`src/common/pio_pkg.sv`:
```
// Purpose: Shared constants and types of the parallel port block.
// Assumes: Register indices are word indices; byte address = index * 4.
// Notes:   Port numbering A=0 through H=7 throughout.
package pio_pkg;

  // ----------------------------------------------------------------
  // Geometry
  // ----------------------------------------------------------------
  localparam int          NPORT  = 8;
  localparam int          ADDR_W = 10;
  localparam logic [2:0]  PORT_A = 3'h0;
  localparam logic [2:0]  PORT_B = 3'h1;
  localparam logic [2:0]  PORT_C = 3'h2;
  localparam logic [2:0]  PORT_D = 3'h3;
  localparam logic [2:0]  PORT_E = 3'h4;
  localparam logic [2:0]  PORT_F = 3'h5;
  localparam logic [2:0]  PORT_G = 3'h6;
  localparam logic [2:0]  PORT_H = 3'h7;

  // ----------------------------------------------------------------
  // Register indices, listed port H down to port A
  // ----------------------------------------------------------------
  localparam logic [7:0][7:0] DATA_IDX = {8'h7C, 8'h7E, 8'h05, 8'h0A,
                                          8'h08, 8'h03, 8'h04, 8'h00};
  localparam logic [7:0][7:0] DIR_IDX  = {8'h7D, 8'h7F, 8'h0B, 8'h00,
                                          8'h09, 8'h07, 8'h06, 8'h01};
  localparam logic [7:0]      HAS_DIR  = 8'hEF;
  localparam logic [7:0][7:0] PIN_MASK = {8'hFF, 8'hFF, 8'hFF, 8'hFF,
                                          8'h3F, 8'hFF, 8'hFF, 8'hFF};
  localparam logic [7:0]      SYSOPT_IDX = 8'h38;
  localparam logic [7:0]      PULL_IDX = 8'h2C;
  localparam logic [7:0]      CSC_IDX  = 8'h2D;

  // ----------------------------------------------------------------
  // Field positions and reset values
  // ----------------------------------------------------------------
  localparam int         OD_BIT    = 5;
  localparam int         IRV_BIT   = 4;
  localparam int         PGATE_BIT = 7;
  localparam int         XA_BIT    = 4;
  localparam logic [3:0] CS_RESET  = 4'h8;
  localparam int         MODE_EXP  = 1;
  localparam logic [1:0] STRAP_WAIT = 2'h2;

  // ----------------------------------------------------------------
  // Types
  // ----------------------------------------------------------------
  typedef logic [7:0][7:0] pio_bank_t;

  typedef struct packed {
    logic       hit;
    logic       data;
    logic       dir;
    logic       sysopt;
    logic       pull;
    logic       csc;
    logic [2:0] port;
  } pio_dec_t;

  typedef struct packed {
    logic [15:0] addr;
    logic [5:0]  xaddr;
    logic [7:0]  wdata;
    logic        write;
    logic        rvis;
    logic [7:0]  rvis_data;
  } pio_ext_t;

  typedef struct packed {
    logic [7:0] en;
    logic [7:0] oe;
    logic [7:0] out;
  } pio_func_t;

  typedef struct packed {
    pio_bank_t   sync1;
    pio_bank_t   sync2;
    pio_bank_t   latch;
    pio_bank_t   dir;
    pio_bank_t   pout;
    pio_bank_t   poe;
    logic [1:0]  mode_s1;
    logic [1:0]  mode_s2;
    logic [1:0]  mode;
    logic [1:0]  strap_age;
    logic        mode_ok;
    logic        od;
    logic        irv;
    logic        irv_done;
    logic        pull_gate;
    logic [3:0]  pull;
    logic [3:0]  pull_en;
    logic [3:0]  cs_en;
    logic        xa_en;
    logic        e_tog;
    logic        e_clk;
    logic [7:0]  ext_rdata;
    logic [7:0]  an_data;
    logic [31:0] prdata;
    logic        pready;
    logic        pslverr;
  } pio_state_t;

  localparam pio_state_t ST_RESET = '{cs_en: CS_RESET, default: '0};

endpackage : pio_pkg

```
`src/rtl/pio_parallel_ports.sv`:
```
// Purpose: Eight-port parallel I/O with APB register access.
// Assumes: Pin inputs and mode straps are asynchronous to pclk;
//          function units and bus interface run on pclk.
// Notes:   Pins are split into input, output and output enable.
`timescale 1ns/1ps

module pio_parallel_ports (
  input  wire logic                        pclk,
  input  wire logic                        presetn,
  input  wire logic                        psel,
  input  wire logic                        penable,
  input  wire logic                        pwrite,
  input  wire logic [pio_pkg::ADDR_W-1:0]  paddr,
  input  wire logic [31:0]                 pwdata,
  output logic      [31:0]                 prdata,
  output logic                             pready,
  output logic                             pslverr,
  input  wire logic [1:0]                  mode_pins,
  input  wire pio_pkg::pio_bank_t          pin_in,
  output pio_pkg::pio_bank_t               pin_out,
  output pio_pkg::pio_bank_t               pin_oe,
  input  wire pio_pkg::pio_func_t          timer_func,
  input  wire pio_pkg::pio_func_t          serial_func,
  input  wire logic                        analog_en,
  output logic      [7:0]                  analog_data,
  input  wire logic [3:0]                  pwm_en,
  input  wire logic [3:0]                  pwm_out,
  input  wire logic [3:0]                  cs_sel,
  input  wire pio_pkg::pio_ext_t           ext,
  output logic      [7:0]                  ext_rdata,
  output logic                             e_clk,
  output logic      [3:0]                  pullup_en
);

  // ----------------------------------------------------------------
  // Address decode
  // ----------------------------------------------------------------
  function automatic pio_pkg::pio_dec_t pio_decode(
    input logic [pio_pkg::ADDR_W-1:0] a
  );
    pio_pkg::pio_dec_t d;
    logic [7:0]        idx;
    d   = '0;
    idx = a[pio_pkg::ADDR_W-1:2];
    if (a[1:0] == 2'h0) begin
      for (int p = 0; p < pio_pkg::NPORT; p++) begin
        if (idx == pio_pkg::DATA_IDX[p]) begin
          d.hit  = 1'b1;
          d.data = 1'b1;
          d.port = 3'(p);
        end
        if (pio_pkg::HAS_DIR[p] && idx == pio_pkg::DIR_IDX[p]) begin
          d.hit  = 1'b1;
          d.dir  = 1'b1;
          d.port = 3'(p);
        end
      end
      d.sysopt = (idx == pio_pkg::SYSOPT_IDX);
      d.pull   = (idx == pio_pkg::PULL_IDX);
      d.csc    = (idx == pio_pkg::CSC_IDX);
      d.hit    = d.hit | d.sysopt | d.pull | d.csc;
    end
    return d;
  endfunction : pio_decode

  // ----------------------------------------------------------------
  // State
  // ----------------------------------------------------------------
  pio_pkg::pio_state_t st;
  pio_pkg::pio_state_t next_st;
  pio_pkg::pio_dec_t   dec;
  pio_pkg::pio_bank_t  sp_en;
  pio_pkg::pio_bank_t  sp_oe;
  pio_pkg::pio_bank_t  sp_out;
  pio_pkg::pio_bank_t  rd_pins;
  logic                exp_mode;
  logic                sgl_mode;
  logic                wr;
  logic                setup;
  logic [7:0]          rd;

  assign dec      = pio_decode(paddr);
  assign exp_mode = st.mode_ok & st.mode[pio_pkg::MODE_EXP];
  assign sgl_mode = st.mode_ok & ~st.mode[pio_pkg::MODE_EXP];
  assign wr       = psel & penable & pwrite & st.pready;
  assign setup    = psel & ~penable;

  always_comb begin
    next_st = st;

    // Two-stage synchronisers for pins and straps
    next_st.sync1   = pin_in;
    next_st.sync2   = st.sync1;
    next_st.mode_s1 = mode_pins;
    next_st.mode_s2 = st.mode_s1;

    // Strap captured once, after it has crossed both stages
    if (!st.mode_ok) begin
      next_st.strap_age = st.strap_age + 2'h1;
      if (st.strap_age == pio_pkg::STRAP_WAIT) begin
        next_st.mode    = st.mode_s2;
        next_st.mode_ok = 1'b1;
      end
    end

    // --------------------------------------------------------------
    // Register writes on the access edge
    // --------------------------------------------------------------
    if (wr && dec.hit) begin
      if (dec.data && dec.port != pio_pkg::PORT_E) begin
        next_st.latch[dec.port] = pwdata[7:0]
                                & pio_pkg::PIN_MASK[dec.port];
      end
      if (dec.dir) begin
        next_st.dir[dec.port] = pwdata[7:0]
                              & pio_pkg::PIN_MASK[dec.port];
      end
      if (dec.sysopt) begin
        next_st.od = pwdata[pio_pkg::OD_BIT];
        if (!st.irv_done) begin
          next_st.irv      = pwdata[pio_pkg::IRV_BIT];
          next_st.irv_done = 1'b1;
        end
      end
      if (dec.pull) begin
        next_st.pull      = pwdata[3:0];
        next_st.pull_gate = pwdata[pio_pkg::PGATE_BIT];
      end
      if (dec.csc) begin
        next_st.cs_en = pwdata[3:0];
        next_st.xa_en = pwdata[pio_pkg::XA_BIT];
      end
    end

    // --------------------------------------------------------------
    // Pin read-back
    // --------------------------------------------------------------
    rd_pins = st.sync2;
    if (sgl_mode && st.od) begin
      rd_pins[pio_pkg::PORT_C] = (st.dir[pio_pkg::PORT_C]
                                 & st.latch[pio_pkg::PORT_C])
                               | (~st.dir[pio_pkg::PORT_C]
                                 & st.sync2[pio_pkg::PORT_C]);
    end

    // --------------------------------------------------------------
    // Read data, answered in the access phase
    // --------------------------------------------------------------
    rd = 8'h00;
    if (dec.data) begin
      rd = rd_pins[dec.port] & pio_pkg::PIN_MASK[dec.port];
    end
    if (dec.dir) begin
      rd = st.dir[dec.port];
    end
    if (dec.sysopt) begin
      rd[pio_pkg::OD_BIT]  = st.od;
      rd[pio_pkg::IRV_BIT] = st.irv;
    end
    if (dec.pull) begin
      rd[3:0]                = st.pull;
      rd[pio_pkg::PGATE_BIT] = st.pull_gate;
    end
    if (dec.csc) begin
      rd[3:0]             = st.cs_en;
      rd[pio_pkg::XA_BIT] = st.xa_en;
    end
    next_st.pready  = setup;
    next_st.pslverr = setup & ~dec.hit;
    next_st.prdata  = (setup && !pwrite) ? {24'h000000, rd} : 32'h00000000;

    // --------------------------------------------------------------
    // Special pin functions
    // --------------------------------------------------------------
    sp_en  = '0;
    sp_oe  = '0;
    sp_out = '0;
    sp_en[pio_pkg::PORT_A]  = timer_func.en;
    sp_oe[pio_pkg::PORT_A]  = timer_func.oe;
    sp_out[pio_pkg::PORT_A] = timer_func.out;
    sp_en[pio_pkg::PORT_D]  = serial_func.en
                            & pio_pkg::PIN_MASK[pio_pkg::PORT_D];
    sp_oe[pio_pkg::PORT_D]  = serial_func.oe;
    sp_out[pio_pkg::PORT_D] = serial_func.out;
    if (exp_mode) begin
      sp_en[pio_pkg::PORT_B]  = 8'hFF;
      sp_oe[pio_pkg::PORT_B]  = 8'hFF;
      sp_out[pio_pkg::PORT_B] = ext.addr[15:8];
      sp_en[pio_pkg::PORT_F]  = 8'hFF;
      sp_oe[pio_pkg::PORT_F]  = 8'hFF;
      sp_out[pio_pkg::PORT_F] = ext.addr[7:0];
      sp_en[pio_pkg::PORT_C]  = 8'hFF;
      sp_oe[pio_pkg::PORT_C]  = {8{ext.write
                                   | (st.irv & ext.rvis)}};
      sp_out[pio_pkg::PORT_C] = ext.write ? ext.wdata
                                          : ext.rvis_data;
      sp_en[pio_pkg::PORT_G][7]  = 1'b1;
      sp_oe[pio_pkg::PORT_G][7]  = 1'b1;
      sp_out[pio_pkg::PORT_G][7] = ~ext.write;
      if (st.xa_en) begin
        sp_en[pio_pkg::PORT_G][5:0]  = 6'h3F;
        sp_oe[pio_pkg::PORT_G][5:0]  = 6'h3F;
        sp_out[pio_pkg::PORT_G][5:0] = ext.xaddr;
      end
      sp_en[pio_pkg::PORT_H][7:4]  = st.cs_en;
      sp_oe[pio_pkg::PORT_H][7:4]  = st.cs_en;
      sp_out[pio_pkg::PORT_H][7:4] = cs_sel;
    end
    sp_en[pio_pkg::PORT_H][3:0]  = pwm_en;
    sp_oe[pio_pkg::PORT_H][3:0]  = pwm_en;
    sp_out[pio_pkg::PORT_H][3:0] = pwm_out;

    // --------------------------------------------------------------
    // Pin drivers: function first, else direction and latch
    // --------------------------------------------------------------
    for (int p = 0; p < pio_pkg::NPORT; p++) begin
      next_st.poe[p]  = ((sp_en[p] & sp_oe[p]) | (~sp_en[p] & st.dir[p]))
                      & pio_pkg::PIN_MASK[p];
      next_st.pout[p] = ((sp_en[p] & sp_out[p])
                        | (~sp_en[p] & st.latch[p]))
                      & pio_pkg::PIN_MASK[p];
    end
    next_st.poe[pio_pkg::PORT_E]  = 8'h00;
    next_st.pout[pio_pkg::PORT_E] = 8'h00;
    if (sgl_mode && st.od) begin
      next_st.poe[pio_pkg::PORT_C]  = st.dir[pio_pkg::PORT_C]
                                    & ~st.latch[pio_pkg::PORT_C];
      next_st.pout[pio_pkg::PORT_C] = 8'h00;
    end

    // Bus clock, held low for single-chip read visibility
    next_st.e_tog = ~st.e_tog;
    next_st.e_clk = st.e_tog & ~(sgl_mode & st.irv);

    // Pullups: B and F are address outputs when expanded
    next_st.pull_en = {4{st.pull_gate}} & st.pull
                    & {2'b11, ~exp_mode, ~exp_mode};

    next_st.ext_rdata = st.sync2[pio_pkg::PORT_C];
    next_st.an_data   = analog_en ? st.sync2[pio_pkg::PORT_E]
                                  : 8'h00;
  end

  always_ff @(posedge pclk or negedge presetn) begin
    if (!presetn) begin
      st <= pio_pkg::ST_RESET;
    end else begin
      st <= next_st;
    end
  end

  // ----------------------------------------------------------------
  // Outputs
  // ----------------------------------------------------------------
  assign prdata      = st.prdata;
  assign pready      = st.pready;
  assign pslverr     = st.pslverr;
  assign pin_out     = st.pout;
  assign pin_oe      = st.poe;
  assign analog_data = st.an_data;
  assign ext_rdata   = st.ext_rdata;
  assign e_clk       = st.e_clk;
  assign pullup_en   = st.pull_en;
endmodule : pio_parallel_ports

```
`config.mk`:
```
export PLATFORM = sky130hd
export DESIGN_NAME = pio_parallel_ports
export DESIGN_NICKNAME = d
export VERILOG_FILES = /design/src/common/pio_pkg.sv /design/src/rtl/pio_parallel_ports.sv
export SDC_FILE = /design/constraint.sdc
export NUM_CORES = 1
export LEC_CHECK = 0
export ABC_AREA = 1
export BUFFER_PORTS_ARGS = -buffer_cell sky130_fd_sc_hd__buf_2
export CORE_MARGIN = 2
export CORE_UTILIZATION = 48
export CTS_CLUSTER_SIZE = 8
export DETAILED_ROUTE_END_ITERATION = 7
export PLACE_DENSITY = 0.82
export SYNTH_ARGS = -nofsm -noshare
export SYNTH_HDL_FRONTEND = slang
export SYNTH_SLANG_ARGS = --single-unit
```
`constraint.sdc`:
```
create_clock -name pclk -period 1.6 [get_ports pclk]
set_input_delay 0.24 -clock pclk [delete_from_list [all_inputs] [get_ports pclk]]
set_output_delay 0.24 -clock pclk [all_outputs]
set_load 0.05 [all_outputs]
```
==> results of run 1 <==
-- per-layer routing --
layer  global-route usage  vias to the layer above  share of wire
met2               0.5132                      667           0.51
li1                     -                     6081              -
met3              0.05053                      188          0.060
met5                    0                        -              0
met1               0.3446                     6713           0.38
met4               0.1263                        0          0.047
-- cell type report --
class	instances	area, sq um
diodes	2	5.005
clock buffers	74	1500
clock inverters	2	50.05
fillers	2319	10410
inverters	146	603.1
multi-input cells	927	5155
flip-flops and latches	399	9987
well taps	448	560.5
repair buffers	664	5090
-- worst max-delay path, stage by stage, from the launching register on --
cell and delay [ns]:
dfrtp_1 0.41, nor2_4 0.21, nand2_4 0.15, buf_12 0.18
nor2_4 0.09, o21ai_4 0.07, nand3_2 0.06, o21ai_1 0.06
nor2_1 0.15, nand2_1 0.11, nand3_1 0.09, nand2_1 0.06
inv_1 0.06
-- cell usage in the layout (no fill, tap or decap), drive strengths merged, types with 5 or more instances in the layout --
| cell type | instances |
|---|---|
| a21oi | 31 |
| clkbuf | 76 |
| dfrtp | 398 |
| mux2 | 29 |
| nor3 | 5 |
| nand4 | 23 |
| dlygate4sd3 | 191 |
| nor2 | 97 |
| conb | 44 |
| nand3 | 65 |
| buf | 470 |
| o21ai | 174 |
| inv | 144 |
| nand3b | 18 |
| nand2 | 429 |
-- power groups by stage --
stage	sequential (mW)	combinational, mW	clock [mW]
CTS	10.5	2.30	10.8
global route	10.5	2.57	11.3
finish	10.5	2.43	10.7
detailed placement	10.7	1.91	0
floorplan	10.6	1.33	0
global placement	10.7	1.88	0
-- flip-flops by register name, indices dropped and copies added, names as in the netlist --
| name | cells |
|---|---|
| pullup_en | 4 |
| pin_oe | 54 |
| pin_out | 54 |
| ext_rdata | 8 |
| e_clk | 1 |
| next_st | 71 |
| st | 135 |
| pready | 1 |
| rd_pins | 54 |
| analog_data | 8 |
| prdata | 8 |
| pslverr | 1 |
-- path summary, 6_finish.rpt --
check	start	to	cells after the start
setup / recovery	st[73]	prdata[3]	12
max in group asynchronous	presetn	pin_out[40]	3
hold / removal	ext[2]	pin_out[18]	3
hold reg to reg	next_st[353]	next_st[45]	0
setup reg to reg	st[73]	prdata[3]	12
min in group asynchronous	presetn	next_st[373]	2
-- cell usage after synthesis --
cell type and instances:
ha_1 1, clkbuf_1 35, nand3b_1 18, o21ai_0 113
nor2_4 1, nor3_1 4, clkinv_1 2, nand4_1 23
inv_2 4, nand2_1 418, and2_1 1, nor3_4 1
a31oi_1 2, nor4_1 1, xnor2_1 1, conb_1 1
buf_2 14, buf_4 180, and3_1 1, inv_1 140
a21oi_1 31, nor3b_1 1, dfrtp_1 398, nor2_2 4
or2_2 4, mux2_2 29, nor2_1 92, dfstp_2 1
o21ai_1 61, buf_1 9, nand2_4 1, nand3_1 65
nand2_2 5
-- logic make-up after synthesis --
kind of cell	synth area share
XOR/XNOR	0.0005409
other	0.0002315
buffers and inverters	0.1318
adder cells (fa/ha/maj)	0.0007724
flip-flops	0.6166
AND/OR/NAND/NOR	0.1658
AO/OA/AOI/OAI	0.06412
multiplexers	0.02016
-- what timing repair did --
item | 4_1_cts | 5_1_grt
hold buffers | 193 | 0
setup endpoints to repair | 124 | 142
buffers inserted | 4 | 20
cloned | 2 | 7
pin swaps | 28 | 73
hold endpoints to repair | 541 | 0
gates resized for setup | 64 | 220
==> reports/summary.txt, run 1 <==
setup TNS = -4.075 ns
HPWL Detailed = 31580 microns
sequential share of power = 0.444
final std cells w/o fill = 2662
row count = 67
width of the chip = 187.7 microns
max-cap violations = 0
switching portion of total power = 0.2488
Max clock buf depth = 3
Comb power frac = 0.102
via count = 13649
Residual DRC = 0
Clock Power Share = 0.453
Core ar. = 33360 sq um
die height = 187.7 microns
Slew Viols, Final = 0
worst hold path class = input pin to flop
unrepaired setup endpoints after global routing = true
worst hold slack = 0.04993 ns
initial core utilization = 0.4854
drt pass-1 iters = 5
failing checks = setup timing
critical path launch point type = flop
worst skew pair latency = 0.59 ns
layout cells sized above 1 = 0.3418
Yosys cell types = 33
P_int = 17.81 mW
cells after synthesis = 1662
LEAKAGE = 11.66 nW
placed standard-cell area = 18250 sq um
Worst EP required = 2.12 ns
Power Total = 23.71 mW
Synth area leaders = dfrtp_1 (61%), nand2_1 (9.7%), buf_4 (8.3%)
Worst setup EP type = flop
TritonCTS Buffers = 56
Final Critical Period = 1.787 ns
period utilisation layout = 1.117
Final Skew = 0.02675 ns
Syn-to-layout area delta = 41.71%
Root Driver = clkbuf_16
PD cells = 1033 nW/um^2
Synth Register Bits = 399
Synth Cell Area = 16200 sq um
vias per inst = 5.127
post-synth top area share = 0.6150
Routed Antenna Nets = 0
I/O pins = 397
total track usage = 0.2887
setup ws final = -0.1874 ns
Synth area leader = dfrtp_1
worst path arrival time = 2.31 ns
Routed wire per std cell = 19.95 microns
Clock Pin Slew Worst Setup and Hold Paths = 0.06 ns
GRT overflow = 0
first-pass GRT wire length = 77950 microns
TritonCTS Sinks = 399
endpoints failing setup = 64
largest net degree at the start of global routing = 67
Max Freq = 0.5595 GHz
Crit Path Max Fanout = 5
Max VDD drop = 0.9156 mV
switching power = 5.897 mW
fin util = 0.6879
r2r setup slk = -0.19 ns
DRT Wirelength = 53110 microns
port bufs = 319
Nets = 2409
Cells after DPL = 2362
H-tree depth = 2
synth warn = 0
vias in the first global route = 14049
Design Area, Final = 22950 sq um
Setup CP Type = flop to flop
CTS tree = yes
placer congestion estimate = 0.9196
total die area = 35230 sq um
first-iteration detailed-routing DRC count = 946
syn avg cell area = 9.745 sq um
Seq/Total Area, Yosys = 0.6166
final hold violations = 0
initial antenna violation count = 2
outcome = finished with violations
pre-CTS setup slack = -0.7779 ns
Note: power is estimated with default switching activity, not from simulation.
==> run 2, diff against run 1 <==
--- a/config.mk
+++ b/config.mk
@@ -7,7 +7,6 @@
 export LEC_CHECK = 0
 export ABC_AREA = 1
 export BUFFER_PORTS_ARGS = -buffer_cell sky130_fd_sc_hd__buf_2
-export CORE_MARGIN = 2
 export CORE_UTILIZATION = 48
 export CTS_CLUSTER_SIZE = 8
 export DETAILED_ROUTE_END_ITERATION = 7
==> reports/summary.txt, run 2 (synthesis results as in run 1) <==
outcome = finished with violations
failing checks = setup timing
unrepaired setup endpoints after global routing = true
P_int = 17.55 mW (-1.5%)
initial core utilization = 0.4928 (+0.007355)
total track usage = 0.3003 (+0.01163)
placed standard-cell area = 18240 sq um (about the same)
sequential share of power = 0.448 (+0.004)
Comb power frac = 0.106 (+0.004)
commonest non-fill, non-tap cell in the layout = dfrtp_1
Design Area, Final = 23210 sq um (+1.1%)
Worst EP required = 2.07 ns (-0.05 ns)
Core ar. = 32870 sq um (-1.5%)
number of flip-flops in the largest register = 135 (unchanged)
Crit Path Max Fanout = 8 (+3)
Clock Pin Slew Worst Setup and Hold Paths = 0.06 ns (about the same)
Routed wire per std cell = 20.84 microns (+4.5%)
setup ws final = -0.2047 ns (-0.01731 ns)
final hold violations = 0 (unchanged)
Max VDD drop = 1.028 mV (+12%)
endpoints failing setup = 101 (+58%)
GRT overflow = 0 (unchanged)
CTS tree = yes
Max Freq = 0.5541 GHz (-0.96%)
switching power = 5.974 mW (+1.3%)
DRT Wirelength = 55530 microns (+4.6%)
HPWL Detailed = 31100 microns (-1.5%)
first-iteration detailed-routing DRC count = 1237 (+31%)
Syn-to-layout area delta = 43.32%
critical path launch point type = input pin
TritonCTS Buffers = 56 (unchanged)
die height = 185.7 microns (-1.1%)
Nets = 2419 (+0.42%)
placer congestion estimate = 0.9019 (-1.9%)
total die area = 34480 sq um (-2.1%)
port bufs = 319 (unchanged)
Slew Viols, Final = 0 (unchanged)
Routed Antenna Nets = 0 (unchanged)
PD cells = 1014 nW/um^2 (-1.9%)
row count = 66 (-1.5%)
Biggest register = st
largest net degree at the start of global routing = 68 (+1.5%)
H-tree depth = 2 (unchanged)
drt pass-1 iters = 6 (+1)
Root Driver = clkbuf_16
vias in the first global route = 14061 (+0.085%)
vias per inst = 5.247 (+2.3%)
Setup CP Type = input pin to flop
via count = 13978 (+2.4%)
switching portion of total power = 0.2539 (+0.005193)
I/O pins = 397 (unchanged)
worst hold path class = input pin to flop
Worst setup EP type = flop
worst path arrival time = 2.27 ns (-0.04 ns)
max-cap violations = 0 (unchanged)
Clock Power Share = 0.447 (-0.006)
fin util = 0.7062 (+0.01834)
LEAKAGE = 11.78 nW (+1.1%)
initial antenna violation count = 3 (+1)
first-pass GRT wire length = 77620 microns (-0.42%)
Max clock buf depth = 3 (unchanged)
Final Critical Period = 1.805 ns (+0.01731 ns)
width of the chip = 185.7 microns (-1.1%)
Power Total = 23.53 mW (-0.77%)
setup TNS = -5.784 ns (-1.710 ns)
layout cells sized above 1 = 0.3514 (+0.009579)
period utilisation layout = 1.128 (+0.01082)
commonest cells after routing, fill and taps aside = dfrtp_1 (397), nand2_1 (327), buf_2 (314)
Final Skew = 0.02758 ns (+0.0008281 ns)
Residual DRC = 0 (unchanged)
TritonCTS Sinks = 399 (unchanged)
worst skew pair latency = 0.57 ns (-0.02 ns)
[run 2: routing by layer]
layer / global-route usage / up-vias / part of all wire
met5: 0 / - / 0.00023
met4: 0.1443 / 2 / 0.057
met3: 0.05870 / 257 / 0.083
met2: 0.5233 / 893 / 0.49
met1: 0.3555 / 6715 / 0.37
li1: - / 6111 / -
[run 2: layout make-up]
cell class | count | area, sq um
Antenna cell | 2 | 5.005
Clock buffer | 71 | 1468
Clock inverter | 3 | 32.53
Fill cell | 2191 | 9656
Inverter | 146 | 599.3
Multi-Input combinational cell | 925 | 5219
Sequential cell | 399 | 9987
Tap cell | 442 | 553.0
Timing Repair Buffer | 676 | 5348
[run 2: through the flow]
stage | setup WS [ns] | std cells | hold slack (ns)
floorplan | -0.3136 | 1705 | -0.05559
global placement | -0.7578 | 2347 | 0.1879
CTS | -0.1284 | 2621 | 0.02231
finish | -0.2047 | 2664 | 0.08600
global route | -0.3382 | 2664 | 0.07360
detailed placement | -0.8050 | 2347 | 0.1943
[run 2: final timing paths]
check	slack, ns	startpoint	cells after the start	to
max in group asynchronous	0.68	presetn	3	st[56]
worst max register to register	-0.16	st[73]	13	prdata[6]
worst min-delay path	0.09	psel	4	pready
min in group asynchronous	0.19	presetn	2	analog_data[0]
worst max-delay path	-0.20	paddr[8]	19	st[274]
worst min register to register	0.34	next_st[342]	0	rd_pins[8]
[run 2: worst max-delay path: stages]
cell and delay (ns):
buf_8 0.11, inv_6 0.06, nand2_8 0.06, nor2_4 0.21, buf_6 0.14, nand2_2 0.06, nand2_2 0.12, nor2_4 0.06
nand2_4 0.11, nand2_8 0.08, nor2_4 0.18, nand2_2 0.08, inv_2 0.08, nor3_4 0.06, buf_6 0.12, clkbuf_16 0.17
nand2_8 0.10, nand2_1 0.09, o21ai_1 0.12
[run 2: what timing repair did]
action                                 CTS  global route
hold buffers                           194             0
gates cloned                             2            11
pin swaps                               24            53
setup endpoints to repair              145           138
setup buffers                            4            32
gates resized for setup                 59           282
endpoints found under the hold margin  187             0
[run 2: power by group through the flow]
stage          Sequential, mW  Combinational, mW  Clock [mW]
2_1_floorplan            10.6               1.33           0
3_3_place_gp             10.7               1.87           0
3_5_place_dp             10.7               1.90           0
4_1_cts                  10.5               2.29        10.5
5_1_grt                  10.5               2.63        11.1
6_report                 10.5               2.48        10.5
==> run 3, diff against run 2 <==
--- a/config.mk
+++ b/config.mk
@@ -7,10 +7,12 @@
 export LEC_CHECK = 0
 export ABC_AREA = 1
 export BUFFER_PORTS_ARGS = -buffer_cell sky130_fd_sc_hd__buf_2
+export CORE_ASPECT_RATIO = 1.4
 export CORE_UTILIZATION = 48
 export CTS_CLUSTER_SIZE = 8
 export DETAILED_ROUTE_END_ITERATION = 7
 export PLACE_DENSITY = 0.82
+export REMOVE_ABC_BUFFERS = 1
 export SYNTH_ARGS = -nofsm -noshare
 export SYNTH_HDL_FRONTEND = slang
 export SYNTH_SLANG_ARGS = --single-unit
==> constraint.sdc (replaced) <==
create_clock -name pclk -period 1.55 [get_ports pclk]
set_input_delay 0.2325 -clock pclk [delete_from_list [all_inputs] [get_ports pclk]]
set_output_delay 0.2325 -clock pclk [all_outputs]
set_load 0.05 [all_outputs]
==> reports/summary.txt, run 3 (synthesis results as in run 1) <==
vias per inst = 5.534 (+5.5%)
die height = 219.3 microns (+18%)
setup TNS = -16.78 ns (-10.99 ns)
met1 Usage GRT = 0.3600 (+0.004512)
Nets = 2463 (+1.8%)
number of flip-flops in the largest register = 135 (unchanged)
Max VDD drop = 1.129 mV (+9.9%)
vias in the first global route = 15011 (+6.8%)
endpoints failing setup = 125 (+24%)
worst hold slack = 0.1238 ns (+0.03777 ns)
Core ar. = 33210 sq um (+1.1%)
Register Area = 9986 sq um (about the same)
CTS tree = yes
met3 Track Usage GR = 0.05944 (+0.0007423)
Max Freq = 0.4659 GHz
M2 GR Usage = 0.5748 (+0.05150)
pre-CTS setup slack = -1.131 ns (-0.3257 ns)
Max clock buf depth = 3 (unchanged)
CP max stage delay = 0.31 ns (+0.10 ns)
PD cells = 1016 nW/um^2 (+0.23%)
drt pass-1 iters = 6 (unchanged)
Routed wire per std cell = 23.43 microns (+12%)
GRT busiest layer = met2
commonest non-fill, non-tap cell in the layout = dfrtp_1
# fillers = 2057 (-6.1%)
initial antenna violation count = 5 (+2)
Power Total = 24.63 mW (+4.7%)
DRT Wirelength = 63540 microns (+14%)
unrepaired setup endpoints after global routing = true
Biggest register = st
Final Skew = 0.02252 ns (-0.005057 ns)
initial core utilization = 0.4876 (-0.005124)
failing checks = setup timing
total track usage = 0.3287 (+0.02832)
H-tree depth = 2 (unchanged)
worst hold path class = input pin to flop
worst skew pair latency = 0.60 ns (+0.03 ns)
max-cap violations = 0 (unchanged)
Slew Viols, Final = 0 (unchanged)
layout cells sized above 1 = 0.4057 (+0.05430)
Clock Pin Slew Worst Setup and Hold Paths = 0.05 ns (about the same)
width of the chip = 157.2 microns (-15%)
LEAKAGE = 12.34 nW (+4.7%)
Root Driver = clkbuf_16
Residual DRC = 0 (unchanged)
Worst EP required = 2.04 ns (-0.03 ns)
first-iteration detailed-routing DRC count = 1595 (+29%)
I/O pins = 397 (unchanged)
port bufs = 319 (unchanged)
Worst-Margin Slew = 0.7203 ns
row count = 79 (+20%)
multi-input logic area = 5762 sq um (+10%)
setup ws final = -0.5963 ns (-0.3916 ns)
TritonCTS Buffers = 55 (-1.8%)
final hold violations = 0 (unchanged)
TritonCTS Sinks = 399 (unchanged)
outcome = finished with violations
fin util = 0.7300 (+0.02381)
Final Critical Period = 2.146 ns
via count = 15008 (+7.4%)
total die area = 34490 sq um (about the same)
Worst setup EP type = flop
placer congestion estimate = 0.8970 (-0.54%)
Syn-to-layout area delta = 49.71%
Routed Antenna Nets = 0 (unchanged)
Setup CP Type = input pin to flop
period utilisation layout = 1.385
worst path arrival time = 2.63 ns (+0.36 ns)
first-pass GRT wire length = 83860 microns (+8.0%)
Worst path slowest cell = nand3_1
Slew HR = 0.5147
HPWL Detailed = 32660 microns (+5.0%)
critical path cell sequence = buf_8, inv_4, nand2_4, nor2_4, buf_6, nand2_2, nand2_4, nor2_4, nand3_4, buf_4, buf_4, buf_6, nand3_1, nand2_1, nor2_1, nand3_1, nand3_2, nand2_1, inv_1
commonest cells after routing, fill and taps aside = dfrtp_1 (398), buf_2 (310), nand2_1 (276)
Crit Path Max Fanout = 15 (+7)
GRT overflow = 0 (unchanged)
largest net degree at the start of global routing = 46 (-32%)
critical path launch point type = input pin
-- run 3: cell count changes in the layout (fill, tap and decap cells not counted), moves of 3 or more --
| cell | previous run | this run |
|---|---|---|
| a21oi_1 | 28 | 25 |
| o21ai_1 | 79 | 65 |
| nand2_2 | 61 | 74 |
| nand2_1 | 327 | 276 |
| o21ai_2 | 30 | 63 |
| buf_6 | 18 | 57 |
| o21ai_4 | 3 | 7 |
| o21ai_0 | 62 | 39 |
| buf_4 | 110 | 119 |
| nor2_2 | 17 | 14 |
| nor2_4 | 22 | 27 |
| buf_2 | 314 | 310 |
| nand2_4 | 25 | 64 |
-- run 3: where the power goes --
group	internal, mW	total, mW	switching (mW)
logic	0.939	2.72	1.78
clock network	6.54	11.0	4.48
registers	10.7	10.9	0.145
-- run 3: layer usage --
layer	up-vias	share of wire	wire length [microns]
met5	-	0.00014	9
met4	2	0.087	5555
met3	440	0.089	5637
met2	1132	0.50	31480
met1	7242	0.33	20860
li1	6192	-	-
-- run 3: final cells by class --
type,instances,area share
clock inverters,1,0.0008257
inverters,146,0.02405
multi-input cells,925,0.2376
flip-flops and latches,399,0.4119
well taps,445,0.02296
repair buffers,721,0.2413
diodes,4,0.0004128
clock buffers,71,0.06100
-- run 3: final timing paths --
kind	startpoint	end	slack, ns	cells after the start
min in group asynchronous	presetn	st[214]	0.21	2
max in group asynchronous	presetn	pin_out[14]	0.72	3
max reg2reg	st[73]	prdata[4]	-0.26	13
min reg2reg	next_st[340]	rd_pins[6]	0.34	0
max	paddr[7]	prdata[1]	-0.60	19
min	psel	pslverr	0.12	4
-- run 3: stage by stage --
| step | cell area [sq um] | std cells |
|---|---|---|
| after floorplan | 14770 | 1467 |
| after global placement | 18330 | 2381 |
| after detailed placement | 18330 | 2381 |
| after CTS | 22720 | 2676 |
| after global routing | 24240 | 2711 |
| final | 24250 | 2712 |
-- run 3: repair_timing --
action / CTS / global route
pin swaps: 54 / 63
endpoints found under the setup margin: 155 / 150
hold buffers: 193 / 0
gates resized for setup: 196 / 395
hold endpoints to repair: 305 / 0
setup buffers: 26 / 27
gates cloned: 9 / 10
-- run 3: critical path, delay by kind of cell --
kind	cells	cell delay, ns
buffers and inverters	7	0.80
and+or+nand+nor	12	1.60
